**src/pdr_pkg.sv**
```systemverilog
package pdr_pkg;
	localparam logic [19:0] DRAM_TOP = 20'h3ffff;
	localparam logic [19:0] BOOT_LO = 20'hf0000;
	localparam logic [19:0] BOOT_HI = 20'hfffff;
	localparam int ROW_W = 9;
	localparam int ADDR_W = 18;
	localparam logic [8:0] REFRESH_STEP = 9'h100;
	localparam int CLOCK_HZ = 10000000;
	localparam int REFRESH_MS = 4;
	localparam int REFRESH_CYCLES = CLOCK_HZ / 1000 * REFRESH_MS;
	localparam int REFRESH_PAIRS = 256;
	localparam int REFRESH_GAP = REFRESH_CYCLES / REFRESH_PAIRS;
	localparam logic [3:0] RESET_HOLD = 4'h4;

	typedef enum logic [2:0] {
		PDR_IDLE = 3'b000,
		PDR_ROW = 3'b001,
		PDR_COL = 3'b010,
		PDR_REF1 = 3'b011,
		PDR_REF_GAP = 3'b100,
		PDR_REF2 = 3'b101,
		PDR_DONE = 3'b110
	} pdr_state_t;

	typedef struct packed {
		logic sel_low_n;
		logic sel_up_n;
		logic rd_n;
		logic wr_n;
		logic ale;
		logic ext_strobe;
		logic refresh_ack;
		logic [15:0] ad;
		logic [3:0] a_hi;
	} pdr_bus_t;

	typedef struct packed {
		logic ras_n;
		logic cas_n;
		logic dram_we_n;
		logic [8:0] ma;
		logic nmi;
		logic boot_oe_n;
		logic board_reset;
		logic system_clock_out;
		logic refresh_req;
	} pdr_out_t;
endpackage

```
**src/pdr_ctrl.sv**
```systemverilog
`timescale 1ns/1ps
module pdr_ctrl #(
	parameter int REFRESH_INTERVAL = pdr_pkg::REFRESH_GAP
) (
	input wire logic clock,
	input wire logic rst_n,
	input wire logic reset_in,
	input wire pdr_pkg::pdr_bus_t bus,
	input wire logic bus_request,
	input wire logic [7:0] dram_data,
	input wire logic dram_par,
	output logic hold_out,
	output logic hold_grant_out,
	output logic dram_par_out,
	output pdr_pkg::pdr_out_t outs
);
	import pdr_pkg::*;

	// parameter sanity, refused at elaboration
	if (REFRESH_INTERVAL < 8 || REFRESH_INTERVAL > 65535) begin
		$error("refresh interval out of range");
	end
	// row and column halves must cover the latched address
	if (2 * ROW_W != ADDR_W) begin
		$error("address halves do not cover the address width");
	end
	// a zero stretch would drop the board reset too early
	if (RESET_HOLD == 4'h0) begin
		$error("board reset stretch must be nonzero");
	end

	typedef struct packed {
		pdr_state_t state;
		logic [1:0] rst_sync;
		logic [1:0] bus_sync;
		logic [17:0] addr;
		logic [1:0] ext_bits;
		logic [8:0] ref_row;
		logic [15:0] ref_cnt;
		logic [3:0] rst_cnt;
		logic access_wr;
		logic rd_q;
		logic grant;
		logic par_gen;
		logic par_err;
		pdr_out_t o;
	} pdr_reg_t;

	pdr_reg_t r;
	pdr_reg_t next_r;
	logic low_hit;
	logic par_calc;
	logic acc_req;
	logic ref_take;
	logic timer_zero;
	logic rd_cycle;
	logic par_bad;
	logic [8:0] row_half;
	logic [8:0] col_half;
	logic [8:0] ref_row_b;
	logic [15:0] timer_next;

	// address decode, address halves and parity of returned byte
	always_comb begin
		low_hit = !bus.sel_low_n && ({2'b00, r.addr} <= DRAM_TOP);
		par_calc = ^dram_data;
		// request qualifiers seen in idle
		acc_req = low_hit && (!bus.rd_n || !bus.wr_n);
		ref_take = bus.refresh_ack;
		// row half from low bits, column half carries a16 and a17
		row_half = r.addr[ROW_W-1:0];
		col_half = r.addr[ADDR_W-1:ROW_W];
		// second refresh row sits half the array away
		ref_row_b = r.ref_row + REFRESH_STEP;
		// refresh timer reload and count down
		timer_zero = (r.ref_cnt == 16'h0000);
		if (timer_zero) begin
			timer_next = 16'(REFRESH_INTERVAL - 1);
		end else begin
			timer_next = r.ref_cnt - 16'h0001;
		end
		// read cycle qualifier and stored parity compare
		rd_cycle = !r.o.cas_n && r.o.dram_we_n;
		par_bad = r.rd_q && (par_calc != dram_par);
	end

	// state machine and registered outputs
	always_comb begin
		next_r = r;
		next_r.rst_sync = {r.rst_sync[0], reset_in};
		next_r.bus_sync = {r.bus_sync[0], bus_request};
		next_r.o.system_clock_out = !r.o.system_clock_out;
		next_r.o.boot_oe_n = !(!bus.sel_up_n && !bus.rd_n);
		// board reset held while reset_in is low, then six cycles after it returns high
		if (!r.rst_sync[1]) begin
			next_r.rst_cnt = RESET_HOLD;
		end else if (r.rst_cnt != 4'h0) begin
			next_r.rst_cnt = r.rst_cnt - 4'h1;
		end
		next_r.o.board_reset = !r.rst_sync[1] || (r.rst_cnt != 4'h0);
		// bus request passes to hold, grant returns
		next_r.grant = r.bus_sync[1];
		// address capture while ale is asserted
		if (bus.ale) begin
			next_r.addr[15:0] = bus.ad;
			next_r.addr[17:16] = r.ext_bits;
		end
		if (bus.ext_strobe) begin
			next_r.ext_bits = bus.a_hi[1:0];
			next_r.addr[17:16] = bus.a_hi[1:0];
		end
		// refresh timer counts down every cycle
		next_r.ref_cnt = timer_next;
		// parity check on read data, error sticky until reset
		next_r.rd_q = rd_cycle;
		if (par_bad) begin
			next_r.par_err = 1'b1;
		end
		next_r.o.nmi = r.par_err;
		// sequencer for memory access and refresh
		case (r.state)
		PDR_IDLE: begin
			// strobes rest high between cycles
			next_r.o.ras_n = 1'b1;
			next_r.o.cas_n = 1'b1;
			next_r.o.dram_we_n = 1'b1;
			if (ref_take) begin
				// refresh transfer: row only, no deposit write
				next_r.o.refresh_req = 1'b0;
				next_r.o.ma = r.ref_row;
				next_r.o.ras_n = 1'b0;
				next_r.state = PDR_REF1;
			end else if (acc_req) begin
				// cpu or disk master access, row half first
				next_r.access_wr = !bus.wr_n;
				next_r.o.ma = row_half;
				next_r.o.ras_n = 1'b0;
				next_r.state = PDR_ROW;
			end
		end
		PDR_ROW: begin
			// column half under cas, write enable only for writes
			next_r.o.ma = col_half;
			next_r.o.cas_n = 1'b0;
			next_r.o.dram_we_n = !r.access_wr;
			next_r.par_gen = par_calc;
			next_r.state = PDR_COL;
		end
		PDR_COL: begin
			// strobes stand until both commands end
			if (bus.rd_n && bus.wr_n) begin
				next_r.o.ras_n = 1'b1;
				next_r.o.cas_n = 1'b1;
				next_r.o.dram_we_n = 1'b1;
				next_r.state = PDR_IDLE;
			end
		end
		PDR_REF1: begin
			// precharge between the two refresh rows
			next_r.o.ras_n = 1'b1;
			next_r.state = PDR_REF_GAP;
		end
		PDR_REF_GAP: begin
			// second row of the pair
			next_r.o.ma = ref_row_b;
			next_r.o.ras_n = 1'b0;
			next_r.state = PDR_REF2;
		end
		PDR_REF2: begin
			// end of pair, step to the next row
			next_r.o.ras_n = 1'b1;
			next_r.ref_row = r.ref_row + 9'h001;
			next_r.state = PDR_DONE;
		end
		PDR_DONE: begin
			// wait for the channel to drop its acknowledge
			if (!bus.refresh_ack) begin
				next_r.state = PDR_IDLE;
			end
		end
		default: begin
			next_r.state = PDR_IDLE;
		end
		endcase
		// timer tick set last, so it wins over the clear
		if (timer_zero) begin
			next_r.o.refresh_req = 1'b1;
		end
	end

	// single state register, synchronous reset
	always_ff @(posedge clock) begin
		if (!rst_n) begin
			r <= '0;
			r.state <= PDR_IDLE;
			r.o.ras_n <= 1'b1;
			r.o.cas_n <= 1'b1;
			r.o.dram_we_n <= 1'b1;
			r.o.boot_oe_n <= 1'b1;
			r.o.board_reset <= 1'b1;
			r.ref_cnt <= 16'h0000;
		end else begin
			r <= next_r;
		end
	end

	assign outs = r.o;
	assign hold_out = r.bus_sync[1];
	assign hold_grant_out = r.grant;
	assign dram_par_out = r.par_gen;
endmodule

```
**config.mk**
```make
export PLATFORM = sky130hd
export DESIGN_NAME = pdr_ctrl
export DESIGN_NICKNAME = d
export VERILOG_FILES = /design/src/pdr_pkg.sv /design/src/pdr_ctrl.sv
export SDC_FILE = /design/constraint.sdc
export NUM_CORES = 1
export LEC_CHECK = 0
export BUFFER_PORTS_ARGS = -buffer_cell sky130_fd_sc_hd__buf_2
export CAP_MARGIN = 0
export CORE_MARGIN = 2
export CORE_UTILIZATION = 28
export CTS_CLUSTER_DIAMETER = 80
export CTS_CLUSTER_SIZE = 24
export DETAILED_ROUTE_END_ITERATION = 6
export MAX_ROUTING_LAYER = met4
export PLACE_DENSITY = 0.49
export SYNTH_ARGS = -nofsm -noshare
export SYNTH_HDL_FRONTEND = slang
export SYNTH_SLANG_ARGS = --single-unit
```
**constraint.sdc**
```tcl
create_clock -name clock -period 2.1 [get_ports clock]
set_clock_uncertainty 0.05 [all_clocks]
set_input_delay 0.21 -clock clock [delete_from_list [all_inputs] [get_ports clock]]
set_output_delay 0.21 -clock clock [all_outputs]
set_load 0.05 [all_outputs]
```
# [Word-level counts from Yosys, hierarchy flattened]
# Cells that the tools add are included.
[word_totals] reg_bits=78 output_inout_bits=20 wordCells=98 input_bits=40
[classes] eq_ne=11 n_bitwise=2 addsub=4 muxes=21 n_reduce_logical=35
[op_table] operator="9-bit one-hot mux with 3 select lines" n=1
[op_table] operator="3-bit two-way mux" n=7
[op_table] operator="3-bit one-hot mux with 7 select lines" n=1
[op_table] operator="18-bit two-way mux" n=1
[op_table] operator="9-bit two-way mux" n=2
[op_table] operator="16-bit zero test" n=1
[op_table] operator="16-bit by 1-bit subtractor with 16-bit output (second input constant)" n=1
[op_table] operator="2-bit AND reduction" n=5
[op_table] operator="9-bit by 1-bit adder with 9-bit output (second input constant)" n=1
[op_table] operator="9-bit adder (second input constant)" n=1
[op_table] operator="3-bit == test (second input constant)" n=3
[op_table] operator="1-bit zero test" n=9
[op_table] operator="8-bit two-way mux" n=1
[op_table] operator="4-bit nonzero test" n=2
[op_table] operator="8-bit parity" n=1
[op_table] operator="3-bit by 2-bit == test with 1-bit output (second input constant)" n=2
[op_table] operator="2-bit one-hot mux with 3 select lines" n=1
[op_table] operator="3-bit AND reduction" n=2
[op_table] operator="2-bit nonzero test" n=3
[op_table] operator="3-bit nonzero test" n=2
[op_table] operator="1-bit logical AND" n=5
[op_table] operator="1-bit two-way mux" n=5
[op_table] operator="2-bit != test (second input constant)" n=2
[op_table] operator="1-bit one-hot mux with 4 select lines" n=1
[op_table] operator="other kinds (10)" n=13

# [Logic depth before layout (Yosys ltp)]
[logic_depth] ltp_word=6 mapped_depth=7 mapped_depth_nobuf=6

# [Worst setup path before layout]
# OpenSTA, ideal clock, no wires.
[synth_path] path_type="register -> register" start="register r[26] (netlist name)" end="register r[26] (netlist name)" path_buffers=0 slack_ps=307 required_ps=1982 setup_time_ps=68 arrival_ps=1674 path_stages_with_launch=7 period_less_slack_ps=1793 path_cell_list="dfxtp_1 -> inv_1 -> ha_1 -> nor4b_4 -> nand3_4 -> or4_4 -> a21oi_2"
[synth_via] elab_chain_cells=2 elab_cells_between_ends=3 cone_classes="1 x add/sub; 1 x mux; 1 x reduce/logical"
[synth_rtl] element="from (decl)" line_no="pdr_ctrl.sv:49" text="pdr_reg_t r;"
[synth_rtl] element="from (signal assigned)" line_no="pdr_ctrl.sv:203" text="r <= next_r;"
[synth_rtl] element="16-bit by 1-bit subtractor with 16-bit output or 16-bit zero test (tied branches)" line_no="pdr_ctrl.sv:80, pdr_ctrl.sv:76"
[synth_rtl] element="8-bit two-way mux (*)" line_no="pdr_ctrl.sv:77" text="if (timer_zero) begin"
# Every way passes the cells marked *; elsewhere a longest branch is shown, timed or not.
# A chain may end at the register's enable or synchronous reset.

# [Final worst setup path]
[layout_path] start="register r[75] (netlist name)" end="register r, in the netlist outs[11]"
[layout_via] elab_chain_cells=3 elab_cells_between_ends=7 cone_classes="3 x eq/ne; 1 x mux; 3 x reduce/logical"
[layout_rtl] element="3-bit == test (tied with other cells)" line_no="pdr_ctrl.sv:121" text="case (r.state)"
[layout_rtl] element="3-bit nonzero test (no source line) or 3-bit != test (tied branches)"
[layout_rtl] element="2-bit AND reduction (no source line)"
# Parallel ways exist; a longest one is shown, timed or not.

==> run_results.csv <==
group,metric,value,unit
global_routing,antenna_found_initial,0,
logic_synthesis,synth_cells,372,
sta,drv_slew,0,
global_routing,grt_pass1_vias,2567,
die,num_io_pins,60,
finish,synthToLayoutAreaGrowth,20.86,%
logic_synthesis,yosysWarnings,0,
logic_synthesis,synthesis.nets,415,
finish,regArea,1562,um2
cts,numCtsBuffers,9,
run,max_cap_violations,0,
logic_synthesis,synth.area.mux_share,0.05495,
worst_setup_path,critPathRequiredTime,2.32,ns
place,dp_slack,0.2401,ns
detailed_routing,drc,0,
cts,cts_buffer_depth,2,
logic_synthesis,synthAdderAreaFrac,0.01085,
worst_setup_path,rr_startpoint,"r[75]",
detailed_routing,drt-met1-wl,3895,um
die,die_y,115.2,um
logic_synthesis,synth_area,3461,um2
pwr,p_leak,1.682,nW
finish,multi_input_area,1677,um2
cts,ctsResizeCount,0,
place,gp_congestion,0.7541,
worst_setup_path,cp_num_buf_inv,0,
worst_setup_path,cp_max_fo,13,
detailed_routing,first_iter_violations,166,
logic_synthesis,synthXorXnorAreaFrac,0.07520,
sta,min_period,1.840,ns
global_routing,gr-usage-all-layers,0.1298,
die,start_util,0.2869,
logic_synthesis,synthFlopType,"dfxtp_1",
sta,slew_headroom,0.3996,
detailed_routing,dr_wl_met3,306,um
worst_setup_path,cp_slowest_cell,"o41ai_2",
die,die_x,115.2,um
cts,ctsHtreeMaxLevel,3,
detailed_routing,routedWlPerCell,13.07,um
logic_synthesis,synth-async-reset-ratio,0,
cts,clock_sinks,78,
finish,final_nets,461,
cts,clockRootBuffer,"clkbuf_16",
worst_setup_path,worst-setup-path-type,"register to register",
sta,worstMarginPinSlew,0.8908,ns
detailed_routing,via_count,2686,
cts,cts_setup_buffers,0,
logic_synthesis,synthSimpleGateAreaFrac,0.1822,
detailed_routing,drt-total-wl,7723,um
sta,setup_viol,0,
die,fp-row-count,40,
logic_synthesis,syn_avg_cell_area,9.303,um2
sta,finalSetupTns,0,ns
logic_synthesis,synth_compound_gate_area_share,0.1612,
sta,setup_ws,0.2599,ns
cts,tritoncts,"yes",
finish,n_fill_cell,1241,
place,placed_cells,575,
status,outcome,"finished, final reports clean",
logic_synthesis,synthTopCellsByArea,"dfxtp_1, mux2i_1, nor2_1, o21ai_0, buf_4",
detailed_routing,via_per_inst,4.545,
global_routing,grt_pass1_wl,12770,um
cts,cts_hold_buffers,0,
place,io_buffers,57,
pwr,ir_drop,0.0003799,V
detailed_routing,ant_nets,0,
sta,finalHoldViolCount,0,
worst_setup_path,crit_chain,"o41ai_2 -> a221oi_1 -> a21oi_1",
cts,clock_latency,0.33,ns
logic_synthesis,synth_top_family_by_area,"simple AND/OR/NAND/NOR gates",
detailed_routing,wl_met2,3412,um
detailed_routing,routed.top_layer,"met4",
min_path,hp-class,"primary input to register",
worst_setup_path,cp.arrival,2.06,ns
die,dieArea,13270,um2
sta,max_freq,543.5,MHz
global_routing,grt_max_degree,28,
sta,rsz0062_at_grt,"false",
logic_synthesis,ys_ff_latch,78,
worst_setup_path,startpoint,"r[75]",
finish,finalNonFillerCells,591,
place,dpl.hpwl,5507,um
logic_synthesis,synth_top_area_share,0.4512,
finish,drive_above_1_share,0.2317,
worst_setup_path,startpoint_type,"register",
finish,antennaDiodeCount,0,
detailed_routing,dr.pass1.iters,4,
logic_synthesis,synth_top_cell_by_area,"dfxtp_1",
logic_synthesis,synth_edf_count,0,
sta,timing.final.crit_share,0.8762,
worst_setup_path,end_kind,"register",
worst_setup_path,crit_family,"compound AO/OA/AOI/OAI gates",
cts,clk_pin_slew,0.06,ns
min_path,min_from,"bus[25]",
worst_setup_path,slowest_delay,0.89,ns
die,fp.coreArea,12060,um2
global_routing,grt_overflow,0,
logic_synthesis,synth_cell_types,53,
pwr,p_per_area,1209,nW/um2
logic_synthesis,ys_seq_area_frac,0.4512,
## cell usage in the layout, fill, tap and decap left out, types with 10 or more instances in the layout
cell,synthesis,routed
nand2_1,13,13
nor2_1,48,48
buf_2,4,57
buf_4,17,10
xor2_1,14,14
mux2i_1,19,19
o21ai_0,28,28
a21oi_1,25,25
xnor2_1,13,13
dfxtp_1,78,78
## routing by layer
metal	vias to the layer above	global-route usage
met4	0	0.05382
met1	1240	0.1700
met2	47	0.1863
met3	9	0.03848
li1	1390	-
met5	-	-
## power breakdown
group / internal (mW) / switching [mW] / total, mW
Clock: 1.07 / 0.607 / 1.67
Sequential: 1.70 / 0.225 / 1.93
Combinational: 0.621 / 0.836 / 1.46
Total: 3.39 / 1.67 / 5.06
## synth_stat cells, types with 3 or more instances
cell type  number
a21oi_2         4
or3_1           3
mux2i_1        19
buf_2           4
nand4_1         5
xor2_1         14
nand2_1        13
clkbuf_1       12
nor2b_1         5
o31ai_1         3
xnor2_1        13
inv_1           8
ha_1            3
a21oi_1        25
nor3_1          6
nand3_1         7
nand2b_1        3
nor2_1         48
a221oi_1        9
o21ai_0        28
buf_4          17
dfxtp_1        78
and2_1          9
## sequential cells by signal (all words and copies together) (netlist names)
| signal | flops |
|---|---|
| hold_out | 1 |
| hold_grant_out | 1 |
| dram_par_out | 1 |
| col_half | 9 |
| outs | 17 |
| r | 46 |
| next_r | 3 |
## worst register-to-register path, stage by stage (launching register included)
cell	delay (ns)
dfxtp_1	0.44
o41ai_2	0.89
a221oi_1	0.20
a21oi_1	0.19
## cells by family after synthesis
group,after synthesis
AO/OA/AOI/OAI,86
XOR/XNOR,28
adder cells (fa/ha/maj),3
buffers and inverters,41
flip-flops,78
multiplexers,19
AND/OR/NAND/NOR,117
## through the flow
step	hold slack, ns	total power [mW]	instance area (um2)	util
3_3_place_gp	0.3393	3.399	3859	0.3199
6_report	0.009970	5.057	4183	0.3468
2_1_floorplan	0.2623	3.072	3461	-
4_1_cts	0.0007232	5.121	4183	0.3468
5_1_grt	0.02108	5.366	4183	0.3468
3_5_place_dp	0.3470	3.425	3859	0.3199
## cell type report
type / instances / area share
Sequential cell: 78 / 0.3733
Timing Repair Buffer: 68 / 0.09094
Clock inverter: 6 / 0.02034
Clock buffer: 10 / 0.05713
Tap cell: 168 / 0.05025
Multi-Input combinational cell: 253 / 0.4008
Inverter: 8 / 0.007179
## final timing paths
path,endpoint,cells after the start,slack [ns]
worst min register to register,outs[1],1,0.35
worst min-delay path,outs[3],2,0.01
worst max-delay path,outs[11],3,0.26
worst max register to register,outs[11],3,0.26
Power figures use the tool's default switching activity.
